--- src/include/sema_pkg.sv ---
// package: constants and carrier types for the dual-port semaphore
package sema_pkg;
  localparam int unsigned DATA_W     = 32;
  localparam int unsigned SEL_W      = 4;
  localparam int unsigned FLAG_BIT   = 0;
  localparam logic        FLAG_FREE  = 1'h0;
  localparam logic        FLAG_TAKEN = 1'h1;
  localparam logic [31:0] DATA_ZERO  = 32'h0000_0000;

  // one wishbone slave request, as seen by the device
  typedef struct packed {
    logic              cyc;
    logic              stb;
    logic              we;
    logic [SEL_W-1:0]  sel;
    logic [DATA_W-1:0] dat;
  } wb_req_t;

  // one wishbone slave answer
  typedef struct packed {
    logic              ack;
    logic [DATA_W-1:0] dat;
  } wb_rsp_t;

  // decoded request of one port
  typedef struct packed {
    logic rd;
    logic rel;
  } port_op_t;

  // semaphore flags
  typedef struct packed {
    logic taken;
    logic side_a_owner_flag;
    logic side_b_owner_flag;
  } sema_state_t;

  // a single-beat request is live while cycle and strobe are both high
  function automatic port_op_t decode_op(input wb_req_t q);
    port_op_t o;
    o.rd  = q.cyc & q.stb & ~q.we;
    o.rel = q.cyc & q.stb & q.we & (q.dat[FLAG_BIT] == FLAG_FREE);
    return o;
  endfunction
endpackage

--- src/rtl/sema_port.sv ---
// wishbone slave port: one-cycle acknowledge and registered read data
`timescale 1ns/1ps
`default_nettype none
module sema_port
  import sema_pkg::*;
(
  input  wire logic    clk,
  input  wire logic    rst,
  input  wire wb_req_t req,
  input  wire logic    rd_bit,
  output wb_rsp_t      rsp
);
  typedef struct packed {
    logic              ack;
    logic [DATA_W-1:0] dat;
  } port_st_t;

  port_st_t st_r;
  port_st_t st_nxt;

  ////////////////////////////////////////////////////////////////
  // ack one cycle after strobe, dropped between beats so a held
  // strobe is not acknowledged twice
  always_comb begin
    st_nxt     = st_r;
    st_nxt.ack = req.cyc & req.stb & ~st_r.ack;
    st_nxt.dat = DATA_ZERO;
    if (req.cyc & req.stb & ~req.we & ~st_r.ack) begin
      st_nxt.dat[FLAG_BIT] = rd_bit;
    end
  end

  always_ff @(posedge clk or posedge rst) begin
    if (rst) begin
      st_r <= '0;
    end else begin
      st_r <= st_nxt;
    end
  end

  assign rsp.ack = st_r.ack;
  assign rsp.dat = st_r.dat;
endmodule
`default_nettype wire

--- src/rtl/sema_core.sv ---
// semaphore flags: grant, refuse and release with port a priority
`timescale 1ns/1ps
`default_nettype none
module sema_core
  import sema_pkg::*;
(
  input  wire logic     clk,
  input  wire logic     rst,
  input  wire port_op_t op_a,
  input  wire port_op_t op_b,
  output logic          rd_bit_a,
  output logic          rd_bit_b,
  output sema_state_t   state
);
  sema_state_t st_r;
  sema_state_t st_nxt;

  ////////////////////////////////////////////////////////////////
  // read value: a sees the current flag, b also loses to a same-cycle a read
  always_comb begin
    rd_bit_a = st_r.taken;
    rd_bit_b = st_r.taken | op_a.rd;
  end

  // release from either side clears everything; a read of a free flag still
  // grants beside a release, because that reader was shown 0 and owns it now
  always_comb begin
    st_nxt = st_r;
    if (op_a.rel | op_b.rel) begin
      st_nxt = '0;
    end
    if (!st_r.taken && op_a.rd) begin
      st_nxt.taken             = FLAG_TAKEN;
      st_nxt.side_a_owner_flag = 1'h1;
    end else if (!st_r.taken && op_b.rd) begin
      st_nxt.taken             = FLAG_TAKEN;
      st_nxt.side_b_owner_flag = 1'h1;
    end
    // taken: no new grant until release; writes of one change nothing
  end

  always_ff @(posedge clk or posedge rst) begin
    if (rst) begin
      st_r <= '0;
    end else begin
      st_r <= st_nxt;
    end
  end

  assign state = st_r;
endmodule
`default_nettype wire

--- src/rtl/ownership_flag_unit.sv ---
// top: one-bit semaphore shared by two wishbone slave ports
// Summary of operation
// - free semaphore reads 0 and is granted to the reader.
// - taken semaphore reads 1 on either port.
// - the owner reading again gets 1.
// - simultaneous reads: port a served first.
// - writing 0 releases, clearing taken and both owner flags.
// - writing 1 changes nothing.
// - either port may release, whoever owns it.
// - taken plus per-side owner flags; grant sets taken and owner together.
// - a read of the free flag from either side sets taken; writes never do.
// - grant only on first read after free.
// - no grant to either side while taken.
// - memory buffer is never gated; ownership only reported.
// - only normal acknowledge terminates cycles; no error or retry.
// - one flag bit (bit 0) on each 32-bit single read/write port.
`timescale 1ns/1ps
`default_nettype none
module ownership_flag_unit
  import sema_pkg::*;
(
  input  wire logic              clk,
  input  wire logic              rst,
  input  wire logic              a_cyc_i,
  input  wire logic              a_stb_i,
  input  wire logic              a_we_i,
  input  wire logic [SEL_W-1:0]  a_sel_i,
  input  wire logic [DATA_W-1:0] a_dat_i,
  output logic [DATA_W-1:0]      a_dat_o,
  output logic                   a_ack_o,
  output logic                   a_err_o,
  output logic                   a_rty_o,
  input  wire logic              b_cyc_i,
  input  wire logic              b_stb_i,
  input  wire logic              b_we_i,
  input  wire logic [SEL_W-1:0]  b_sel_i,
  input  wire logic [DATA_W-1:0] b_dat_i,
  output logic [DATA_W-1:0]      b_dat_o,
  output logic                   b_ack_o,
  output logic                   b_err_o,
  output logic                   b_rty_o,
  output logic                   taken_o,
  output logic                   side_a_owner_flag,
  output logic                   side_b_owner_flag
);
  wb_req_t     req_a;
  wb_req_t     req_b;
  wb_rsp_t     rsp_a;
  wb_rsp_t     rsp_b;
  port_op_t    op_a;
  port_op_t    op_b;
  logic        rd_bit_a;
  logic        rd_bit_b;
  sema_state_t state;

  ////////////////////////////////////////////////////////////////
  // gather the pins; select lanes are carried but the flag is
  // written whatever lanes are set, granularity does not matter for one bit
  assign req_a = '{cyc: a_cyc_i, stb: a_stb_i, we: a_we_i, sel: a_sel_i, dat: a_dat_i};
  assign req_b = '{cyc: b_cyc_i, stb: b_stb_i, we: b_we_i, sel: b_sel_i, dat: b_dat_i};

  // only the first beat of a strobe acts; the ack beat is ignored
  always_comb begin
    op_a = decode_op(req_a);
    op_b = decode_op(req_b);
    if (rsp_a.ack) begin
      op_a = '0;
    end
    if (rsp_b.ack) begin
      op_b = '0;
    end
  end

  ////////////////////////////////////////////////////////////////
  sema_port u_port_a (
    .clk    (clk),
    .rst    (rst),
    .req    (req_a),
    .rd_bit (rd_bit_a),
    .rsp    (rsp_a)
  );

  sema_port u_port_b (
    .clk    (clk),
    .rst    (rst),
    .req    (req_b),
    .rd_bit (rd_bit_b),
    .rsp    (rsp_b)
  );

  sema_core u_core (
    .clk      (clk),
    .rst      (rst),
    .op_a     (op_a),
    .op_b     (op_b),
    .rd_bit_a (rd_bit_a),
    .rd_bit_b (rd_bit_b),
    .state    (state)
  );

  ////////////////////////////////////////////////////////////////
  // outputs; nothing here touches the shared buffer itself
  assign a_dat_o           = rsp_a.dat;
  assign a_ack_o           = rsp_a.ack;
  assign b_dat_o           = rsp_b.dat;
  assign b_ack_o           = rsp_b.ack;
  assign a_err_o           = 1'h0;
  assign a_rty_o           = 1'h0;
  assign b_err_o           = 1'h0;
  assign b_rty_o           = 1'h0;
  assign taken_o           = state.taken;
  assign side_a_owner_flag = state.side_a_owner_flag;
  assign side_b_owner_flag = state.side_b_owner_flag;
endmodule
`default_nettype wire

--- config.mk ---
export PLATFORM = sky130hd
export DESIGN_NAME = ownership_flag_unit
export DESIGN_NICKNAME = d
export VERILOG_FILES = /design/src/include/sema_pkg.sv /design/src/rtl/sema_port.sv /design/src/rtl/sema_core.sv /design/src/rtl/ownership_flag_unit.sv
export SDC_FILE = /design/constraint.sdc
export NUM_CORES = 1
export LEC_CHECK = 0
export ABC_AREA = 1
export BUFFER_PORTS_ARGS = -buffer_cell sky130_fd_sc_hd__buf_2
export CAP_MARGIN = 20
export CORE_AREA = 2 2 60 62
export CTS_BUF_LIST = sky130_fd_sc_hd__clkbuf_4
export CTS_CLUSTER_SIZE = 8
export DETAILED_ROUTE_END_ITERATION = 10
export DIE_AREA = 0 0 62 64
export PLACE_DENSITY = 0.78
export SYNTH_ARGS = -nofsm -noshare
export SYNTH_HDL_FRONTEND = slang
export SYNTH_SLANG_ARGS = --single-unit
--- constraint.sdc ---
create_clock -name clk -period 2.46 [get_ports clk]
set_input_delay 0.492 -clock clk [delete_from_list [all_inputs] [get_ports clk]]
set_output_delay 0.492 -clock clk [all_outputs]
set_load 0.01 [all_outputs]
# Yosys cells after proc, flatten, opt, wreduce, memory -nomap -nowiden

Index checks and enable logic that the tools add are counted.

Flip-flop bits (word level): 7
Input port bits: 80
Output and inout bits: 73
Logic and storage cells: 42

Multiplexer cells: 10
Bitwise logic cells: 20
Reduce and logical (&&, ||, !) cells: 5

Operators by type and width:

| operator           | count |
|---|---|
| 1-bit bitwise AND  | 12 |
| 1-bit two-way mux  | 7 |
| 1-bit NOT          | 6 |
| 2-bit two-way mux  | 2 |
| 3-bit two-way mux  | 1 |
| 3-bit nonzero test | 1 |
| 1-bit logical AND  | 2 |
| 1-bit OR           | 2 |
| 2-bit nonzero test | 1 |
| 1-bit logical NOT  | 1 |

# Logic depth before layout (Yosys ltp)

Gate-level depths: netlist of run 1.

Word-level depth: 8
Mapped depth: 6
Gate-level depth less buffers: 6

# Cells and area by module

From an unflattened synthesis of run 1, not the netlist that was laid out.

Cells, all modules: 119
Area total of the unflattened synthesis: 883.3 um^2

Modules (own cells, without submodules):

| module              | instances | cells each | area an instance (um^2) | sequential area each (um^2) |
|---|---|---|---|---|
| sema_port           | 2         | 41         | 321.6                   | 50.0 |
| sema_core           | 1         | 20         | 148.9                   | 75.1 |
| ownership_flag_unit | 1         | 17         | 91.3                    | 0.0 |

# Worst setup path after synthesis of run 1

OpenSTA, ideal clock, no wires.

Path type: input-to-reg
From: input port a_cyc_i
To: register u_core.st_r (netlist bit u_core.state[0])
Library setup time: 117 ps
Arrival time: 847 ps
Required time: 2343 ps
Slack: 1496 ps
Stages: 5
Buffers on the path: 0
Cell sequence: nand2_2 -> nor2_4 -> nand2_2 -> nand3_1 -> nand2_1

RTL lines:

| element                | line                      | source |
|---|---|---|
| start: declaration     | ownership_flag_unit.sv:24 | `input wire logic a_cyc_i,` |
| end signal: assignment | sema_core.sv:46           | `st_r <= st_nxt;` |
| end: declaration       | sema_core.sv:15           | `sema_state_t st_r;` |

# Worst setup path after layout of run 1

From: register u_port_a.st_r (netlist bit u_port_a.rsp[32])
To: output port a_ack_o

RTL lines:

| element                  | line                      | source |
|---|---|---|
| start: declaration       | sema_port.sv:18           | `port_st_t st_r;` |
| start signal: assignment | sema_port.sv:37           | `st_r <= st_nxt;` |
| end: declaration         | ownership_flag_unit.sv:30 | `output logic a_ack_o,` |

No word-level cell between the ends.

==> impl_results.md, run 1 <==
- Outcome: complete, no violations
- Port-buffer cells: 16
- Cell Count, Final, Fillers Out: 167
- Largest net degree at the start of global routing: 8
- Final worst path period share: 0.533
- Crit path required time: 1970 ps
- Cts repair resizes: 0
- Crit Path Class: reg2out
- Routed Antenna Nets: 0
- Crit path buf inv count: 1
- Fin crit period: 1310 ps
- Final nets: 202
- Leak pwr: 0.478 nW
- Number of global-route vias before repair: 282
- Switch share: 0.398
- Total grt overflow: 0
- Core area: 3280 sq um
- Top FF cell, synth: dfrtp_1
- Logic pwr share: 0.346
- Final setup fails: 0
- Critical Path AT: 820 ps
- Max incr delay on CP: 410 ps
- Synth area leaders: buf_4 61%, dfrtp_1 21%, nand2_1 3.2%, nand3_1 3.1%, inv_1 2.8%
- Worst setup SP type: flop
- Die H: 64 um
- Slew Limit Fails: 0
- Clock Path Buffers: 2
- Setup total negative slack: 0 ps
- DR iter-0 viols: 10
- First-pass GRT wire length: 1060 um
- Tot Pwr: 0.388 mW
- HPWL Detailed: 832 um
- Clock root buffer: clkbuf_4
- Count leader, synth: buf_4
- Initial antenna violation count: 0
- Die W: 62 um
- CTS Buf Count: 3
- Htree depth: 1
- Slowest stage cell on the critical path: dfrtp_1
- Placed Instances: 163
- Clock transition at the registers of the reported paths: 60 ps
- Worst VDD drop: 0.000111 V
- Commonest cells post-synth: 66 x buf_4, 7 x dfrtp_1, 7 x nand2_1
- Fmax: 762 MHz
- Share of layout cells above drive strength 1: 0.215
- Synth-to-Final Area Change: -10.6%
- Post-synthesis cell area: 816 sq um
- WP depth: 1
- FFs w/ async S/R, synth: 1.00
- Clock power frac: 0.263
- Wirelength, routed: 892 um
- RSZ-0062 raised after global routing: false
- Clock skew: 8.46 ps
- Total Routing Usage GR: 0.0357
- Post-synth EDFFs: 0
- Int Power: 0.234 mW
- Detailed Routing Iterations Pass 1: 2
- Antenna cells: 0
- Delay-heaviest family, CP: flip-flops
- DRC Markers: 0
- Row count: 21
- Worst min-delay path class: in2async
- Seq/Total Area, Yosys: 0.215
- Insertion delay to the later sink of the worst-skew pair: 250 ps
- Via density: 2.72
- DR vias: 454
- Worst hold margin: 152 ps
- Setup Buffers After CTS: 0
- Starting Density: 0.248
- Critical-path cell list: buf_2
- Die footprint: 3970 sq um
- I/O pins: 153
- Final Hold Fails: 0
- Power per cell area: 533 nW/um^2
- Unique masters post-synth: 11
- Synth area leader: buf_4
- Syn_area_per_cell: 8.00 sq um
- GPL Wtd Cong: 0.730
- Hold_buf cts: 0
- Reg power frac: 0.391
- CTS sink cnt: 7
- Switching power: 0.154 mW
- Synth warnings: 0
- CP max FO: 2
- Top-area cell type share of the netlist area: 0.607
- Synthesized instance count: 102
- Routed WL per cell: 5.34 um
- Final Util: 0.222
- Worst reg2reg path depth: 4
- CTS tree: done
- Flip-flop and latch count after synthesis: 7
- Element type at the critical path end: output pin
- Max-cap viol count: 0
-- through the flow --
| step | setup slack, ps | instance area (sq um) |
|---|---|---|
| after detailed placement | 1340 | 702 |
| after global placement | 1350 | 702 |
| after CTS | 1140 | 729 |
| final | 1150 | 729 |
| after floorplan | 1500 | 1060 |
| after global routing | 1130 | 729 |
-- power by group through the flow --
| stage | Sequential [mW] | Combinational, mW | Clock, mW |
|---|---|---|---|
| after floorplan | 0.164 | 0.162 | 0 |
| after global placement | 0.154 | 0.132 | 0 |
| after detailed placement | 0.154 | 0.135 | 0 |
| after CTS | 0.152 | 0.135 | 0.106 |
| after global routing | 0.155 | 0.154 | 0.111 |
| final | 0.152 | 0.134 | 0.102 |
-- routing by layer --
layer  vias up  track usage  routed length, um
met5         -            0                  0
met4         0       0.0239                  0
met3         0       0.0121                184
met2        54       0.0638                449
met1       189       0.0318                259
li1        211            -                  -
-- sequential cells by signal, summed over array words and instances (netlist names) --
register         count
u_port_a.rsp         2
u_core.rd_bit_a      1
u_core.state         2
u_port_b.rsp         2
-- cell families after synthesis --
| kind of cell | Yosys count | share of synthesized area |
|---|---|---|
| flip-flops | 7 | 0.215 |
| other | 1 | 0.00460 |
| buffers and inverters | 72 | 0.635 |
| AND/OR/NAND/NOR | 21 | 0.140 |
| AO/OA/AOI/OAI | 1 | 0.00613 |
-- layout make-up --
cell class / instances / area [sq um]
repair buffers: 16 / 80.1
fillers: 384 / 2550
clock inverters: 1 / 5.00
clock buffers: 3 / 22.5
multi-input cells: 88 / 367
well taps: 46 / 57.6
flip-flops and latches: 7 / 175
inverters: 6 / 22.5
-- worst paths after layout --
path                                                 start  slack (ps)                           to
worst max-delay path            u_port_a.rsp[32]$_DFF_PP0_        1150                      a_ack_o
worst min-delay path                                   rst         150   u_port_a.rsp[32]$_DFF_PP0_
worst max register to register  u_port_a.rsp[32]$_DFF_PP0_        1540  u_core.rd_bit_a$_DFFE_PP0P_
worst min register to register  u_port_b.rsp[32]$_DFF_PP0_         480   u_port_b.rsp[32]$_DFF_PP0_
max in group asynchronous                              rst        2090  u_core.rd_bit_a$_DFFE_PP0P_
min in group clk                u_port_b.rsp[32]$_DFF_PP0_         480   u_port_b.rsp[32]$_DFF_PP0_
-- cell usage in the layout (no fill, tap or decap), drive strengths merged --
master | synthesis | final
buf | 66 | 16
a21oi | 1 | 1
conb | 1 | 66
nor2 | 5 | 5
nand2 | 10 | 10
inv | 6 | 6
dfrtp | 7 | 7
nand3 | 6 | 6
clkbuf | 0 | 3
clkinv | 0 | 1
Power figures use the tool's default switching activity.
==> run 2, diff against run 1 <==
--- a/config.mk
+++ b/config.mk
@@ -8,12 +8,11 @@
 export ABC_AREA = 1
 export BUFFER_PORTS_ARGS = -buffer_cell sky130_fd_sc_hd__buf_2
 export CAP_MARGIN = 20
-export CORE_AREA = 2 2 60 62
+export CORE_UTILIZATION = 24
 export CTS_BUF_LIST = sky130_fd_sc_hd__clkbuf_4
 export CTS_CLUSTER_SIZE = 8
 export DETAILED_ROUTE_END_ITERATION = 10
-export DIE_AREA = 0 0 62 64
-export PLACE_DENSITY = 0.78
+export PLACE_DENSITY = 0.79
 export SYNTH_ARGS = -nofsm -noshare
 export SYNTH_HDL_FRONTEND = slang
 export SYNTH_SLANG_ARGS = --single-unit
==> constraint.sdc (replaced) <==
create_clock -name clk -period 1.1 [get_ports clk]
set_input_delay 0.22 -clock clk [delete_from_list [all_inputs] [get_ports clk]]
set_output_delay 0.22 -clock clk [all_outputs]
set_load 0.01 [all_outputs]
==> run 2 against run 1 <==
  * Via count up 1.3%
  * Clock skew down 3.0 ps
  * Sequential power up 120%
  * Worst hold slack better by 68 ps
  * Global-route usage up 2.5 points
  * Total power up 140%
  * Register-to-register slack worse by 1400 ps
  * Critical path depth unchanged
  * Critical path type unchanged
  * Critical endpoint is now b_ack_o
==> impl_results.md, run 2 (synthesized netlist as in run 1, its figures left out) <==
- First-pass GRT wire length: 1380 um
- Most frequent cells in the layout: 66 x conb_1, 16 x buf_2, 7 x nand2_1, 7 x dfrtp_1, 6 x inv_1
- Total Routing Usage GR: 0.0602
- Clock Path Buffers: 2
- Wirelength, routed: 1000 um
- Most common cell after layout, fill and taps aside: conb_1
- Leak pwr: 0.483 nW
- Clock root buffer: clkbuf_4
- Row count: 20
- Worst setup SP type: flop
- Crit path required time: 880 ps
- Setup Buffers After CTS: 0
- Die W: 60.3 um
- DRC Markers: 0
- Cts repair resizes: 0
- Number of global-route vias before repair: 319
- Worst min-delay path class: in2reg
- Via density: 2.77
- Clock skew: 5.42 ps
- I/O pins: 153
- Max incr delay on CP: 400 ps
- Power per cell area: 1230 nW/um^2
- Detailed Routing Iterations Pass 1: 3
- CP max FO: 2
- Clock transition at the registers of the reported paths: 60 ps
- Routed WL per cell: 6.04 um
- Antenna cells: 0
- Final worst path period share: 0.939
- Footprint of the multi-input gates: 367 sq um
- Initial antenna violation count: 0
- Register area: 175 sq um
- Element type at the critical path end: output pin
- Delay-heaviest family, CP: flip-flops
- Cell Count, Final, Fillers Out: 166
- Tot Pwr: 0.913 mW
- Starting Density: 0.261
- Met1 Wirelength: 245 um
- Core area: 3130 sq um
- Synth-to-Final Area Change: -9.36%
- Top layer in use: met4
- Crit Path Class: reg2out
- CTS sink cnt: 7
- Final setup fails: 0
- Critical Path AT: 810 ps
- Die footprint: 3640 sq um
- Fmax: 968 MHz
- GPL Wtd Cong: 0.776
- CTS Buf Count: 3
- Fillers: 368
- Final nets: 203
- Setup total negative slack: 0 ps
- Htree depth: 1
- Slew Limit Fails: 0
- Total grt overflow: 0
- WL met3: 160 um
- Share of layout cells above drive strength 1: 0.213
- PnR worst setup slack: 66.8 ps
- Place WS: 178 ps
- WL met2: 561 um
- DR iter-0 viols: 1
- Slowest stage cell on the critical path: dfrtp_1
- Crit path buf inv count: 1
- Insertion delay to the later sink of the worst-skew pair: 260 ps
- Port-buffer cells: 16
- Final Hold Fails: 0
- RSZ-0062 raised after global routing: false
- Largest net degree at the start of global routing: 8
- Outcome: complete, no violations
- Critical-path cell list: buf_2
- Routed Antenna Nets: 0
- HPWL Detailed: 883 um
- Max-cap viol count: 0
- Hold_buf cts: 1
- CTS tree: done
- Placed Instances: 161
- Cell area after layout: 739 sq um
- Die H: 60.3 um
- DP Area: 699 sq um
- DR vias: 460
- Fin crit period: 1030 ps
- Worst VDD drop: 0.000249 V
run 2: final cells by class:
type	instances	share of cell area
flip-flops and latches	7	0.237
well taps	44	0.0745
clock buffers	4	0.0406
multi-input cells	88	0.496
inverters	6	0.0305
repair buffers	17	0.122
run 2: path summary, 6_finish.rpt:
check                                            from                    endpoint  slack (ps)  cells past startpoint
max                        u_port_b.rsp[32]$_DFF_PP0_                     b_ack_o          70                      1
min                                           a_stb_i  u_port_a.rsp[32]$_DFF_PP0_         220                      3
max reg2reg                u_port_a.rsp[32]$_DFF_PP0_   u_core.state[0]$_DFF_PP0_         190                      4
min reg2reg                u_port_b.rsp[32]$_DFF_PP0_  u_port_b.rsp[32]$_DFF_PP0_         480                      1
max in group asynchronous                         rst  u_port_a.rsp[32]$_DFF_PP0_         440                      3
min in group asynchronous                         rst  u_port_b.rsp[32]$_DFF_PP0_         440                      3
run 2: per-stage QoR:
step / util / hold WS (ps)
4_1_cts: 0.236 / 216
5_1_grt: 0.236 / 237
6_report: 0.236 / 220
3_3_place_gp: 0.224 / 150
3_5_place_dp: 0.224 / 166
2_1_floorplan: - / 23.4
run 2: layer usage:
layer  vias up  global-route usage
li1        214                   -
met1       189              0.0428
met2        52               0.104
met3         5              0.0390
met4         0              0.0598
met5         -                   0
run 2: power breakdown:
part | internal [mW] | switching, mW
clock | 0.164 | 0.106
combinational | 0.0845 | 0.223
sequential | 0.309 | 0.0272
==> run 3, diff against run 2 <==
--- a/config.mk
+++ b/config.mk
@@ -5,14 +5,13 @@
 export SDC_FILE = /design/constraint.sdc
 export NUM_CORES = 1
 export LEC_CHECK = 0
-export ABC_AREA = 1
 export BUFFER_PORTS_ARGS = -buffer_cell sky130_fd_sc_hd__buf_2
-export CAP_MARGIN = 20
+export CAP_MARGIN = 10
 export CORE_UTILIZATION = 24
 export CTS_BUF_LIST = sky130_fd_sc_hd__clkbuf_4
 export CTS_CLUSTER_SIZE = 8
 export DETAILED_ROUTE_END_ITERATION = 10
-export PLACE_DENSITY = 0.79
+export PLACE_DENSITY = 0.78
 export SYNTH_ARGS = -nofsm -noshare
 export SYNTH_HDL_FRONTEND = slang
 export SYNTH_SLANG_ARGS = --single-unit
==> run 3 against run 2 <==
  * The flow now finishes with violations (DRC, setup timing)
  * Sequential share of layout area fell by 3.3 points
  * Clock power barely moved
  * Count of clock-buffer cells in the layout did not move
  * Design area rose by 16%
  * Largest power group is now combinational logic
  * Cell count rose by 1.8%
  * Register-to-register slack got worse by 330 ps
  * Clock skew fell by 2.9 ps
  * Sequential cell count did not move
  * Via count rose by 9.3%
  * Area after synthesis rose by 2.5%
==> impl_results.md, run 3 <==
- Die footprint: 3720 sq um
- Tot Pwr: 0.931 mW
- Commonest cells post-synth: 66 x buf_4, 7 x dfrtp_1, 7 x inv_1
- Largest net degree at the start of global routing: 8
- Final setup fails: 4
- Htree depth: 1
- Worst r2r src: u_port_a.rsp[32]$_DFF_PP0_
- Unique masters post-synth: 18
- Place WS: -82.0 ps
- Number of global-route vias before repair: 345
- Slew Limit Fails: 0
- Routed WL per cell: 6.53 um
- GPL Wtd Cong: 0.738
- Core area: 3340 sq um
- Syn_area_per_cell: 8.62 sq um
- Count leader, synth: buf_4
- Clock root buffer: clkbuf_4
- Clock Path Buffers: 2
- Failing checks: DRC, setup timing
- Post-synthesis cell area: 836 sq um
- DP Area: 759 sq um
- Worst min-delay path startpoint: b_we_i
- Final worst path period share: 1.13
- PnR worst setup slack: -141 ps
- First-pass GRT wire length: 1400 um
- Most common cell after layout, fill and taps aside: conb_1
- Clock transition at the registers of the reported paths: 60 ps
- Hold Path Cell Cnt: 3
- Via density: 2.98
- Final nets: 204
- Row count: 21
- Port-buffer cells: 16
- Die H: 61.0 um
- CTS tree: done
- Top-area cell type share of the netlist area: 0.593
- Reg2Reg Setup Slack: -140 ps
- Hold EP: u_port_b.rsp[0]$_DFF_PP0_
- Outcome: finished, violations left
- Post-synth EDFFs: 0
- Synthesized instance count: 97
- HPWL Detailed: 879 um
- Detailed Routing Iterations Pass 1: 7
- Critical Path AT: 1400 ps
- RR Endpoint: u_core.state[0]$_DFF_PP0_
- FFs w/ async S/R, synth: 1.00
- Delay-heaviest family, CP: simple AND/OR/NAND/NOR gates
- RSZ-0062 raised after global routing: true
- Worst reg2reg path depth: 3
- Element type at the critical path end: flop
- Crit path buf inv count: 0
- Total Routing Usage GR: 0.0568
- Power per cell area: 1080 nW/um^2
- Initial antenna violation count: 0
- Flip-flop and latch count after synthesis: 7
- Crit path required time: 1260 ps
- CP max FO: 4
- Total grt overflow: 0
- Die W: 61.0 um
- Worst min-delay path class: in2reg
- Synth-to-Final Area Change: 2.69%
- Worst VDD drop: 0.000239 V
- Crit Path Class: reg2reg
- Routed Antenna Nets: 0
- DRC Markers: 1
- Final Hold Fails: 0
- Worst setup SP type: flop
- CTS sink cnt: 7
- Max incr delay on CP: 440 ps
- Worst hold margin: 270 ps
- Top FF cell, synth: dfrtp_1
- Share of layout cells above drive strength 1: 0.276
- I/O pins: 153
- Starting Density: 0.250
- Slowest stage cell on the critical path: or4_4
- Leak pwr: 0.525 nW
- Most frequent cells in the layout: 66 x conb_1, 15 x buf_2, 7 x inv_1, 7 x dfrtp_1, 5 x buf_4
- Max-cap viol count: 0
- Fmax: 806 MHz
- Synth area leader: buf_4
- Synth warnings: 0
- Fin crit period: 1240 ps
- Synth area leaders: buf_4 59%, dfrtp_1 21%, inv_1 3.1%, nand3b_4 2.4%, and4bb_2 1.5%
- Wirelength, routed: 1100 um
- Antenna cells: 0
- Seq/Total Area, Yosys: 0.210
- DR iter-0 viols: 6
- Clock skew: 2.49 ps
- Critical-path cell list: and4bb_2 > or4_4 > o311ai_4
- Insertion delay to the later sink of the worst-skew pair: 260 ps
- DR vias: 503
- Cell area after layout: 858 sq um
- CTS Buf Count: 3
[run 3: worst reg2reg max path, delay by kind of cell (launching register included)]
kind	cells	cell delay [ps]
and+or+nand+nor	2	720
DFF	1	350
AOI/OAI and AO/OA	1	70
[run 3: cells by family (layout without fill, tap and decap cells)]
logic type,Yosys count,in the layout,share of synthesized area
DFF,7,7,0.210
other,1,66,0.00449
buffers and inverters,73,34,0.624
muxes,1,1,0.0120
AOI/OAI and AO/OA,4,4,0.0419
and+or+nand+nor,11,11,0.108
[run 3: through the flow]
step,std cells,utilization,TNS [ps]
floorplan,162,-,-149
global placement,163,0.228,-150
detailed placement,163,0.228,-163
CTS,169,0.247,-193
global route,169,0.257,-542
finish,169,0.257,-283
[run 3: cell type report]
cell class                 count  area (sq um)
fill                         371          2480
multi-input combinational     82           424
sequential                     7           175
timing repair buffer          23           145
tap                           46          57.6
clock buffer                   4          30.0
inverter                       7          26.3
[run 3: power by group]
group	total (mW)	leakage [nW]	internal (mW)	switching (mW)
combinational	0.352	0.419	0.139	0.213
sequential	0.308	0.0879	0.288	0.0198
clock	0.270	0.0184	0.164	0.106
total	0.931	0.525	0.591	0.340
[run 3: worst max path at each step]
stage,cells after the start,startpoint,slack [ps],to
2_1_floorplan,3,u_port_b.rsp[32]$_DFF_PP0_,-100,u_core.state[0]$_DFF_PP0_
3_3_place_gp,3,u_port_b.rsp[32]$_DFF_PP0_,-90,u_core.state[0]$_DFF_PP0_
3_5_place_dp,3,u_port_b.rsp[32]$_DFF_PP0_,-80,u_core.state[0]$_DFF_PP0_
4_1_cts,3,u_port_b.rsp[32]$_DFF_PP0_,-90,u_core.state[0]$_DFF_PP0_
5_1_grt,3,u_port_a.rsp[32]$_DFF_PP0_,-180,u_core.state[0]$_DFF_PP0_
6_report,3,u_port_a.rsp[32]$_DFF_PP0_,-140,u_core.state[0]$_DFF_PP0_
[run 3: routing by layer]
metal / GRT usage / vias to the layer above / routed length, um
met5: 0 / - / 0
met4: 0.0682 / 0 / 0
met3: 0.0210 / 0 / 125
met2: 0.102 / 51 / 609
met1: 0.0423 / 223 / 368
li1: - / 229 / -
[run 3: timing repair]
action,in CTS,in global routing
resized for setup,4,6
hold buffers,1,0
pin swaps,0,1
setup endpoints to repair,5,5
endpoints found under the hold margin,7,0
buffers inserted,1,0
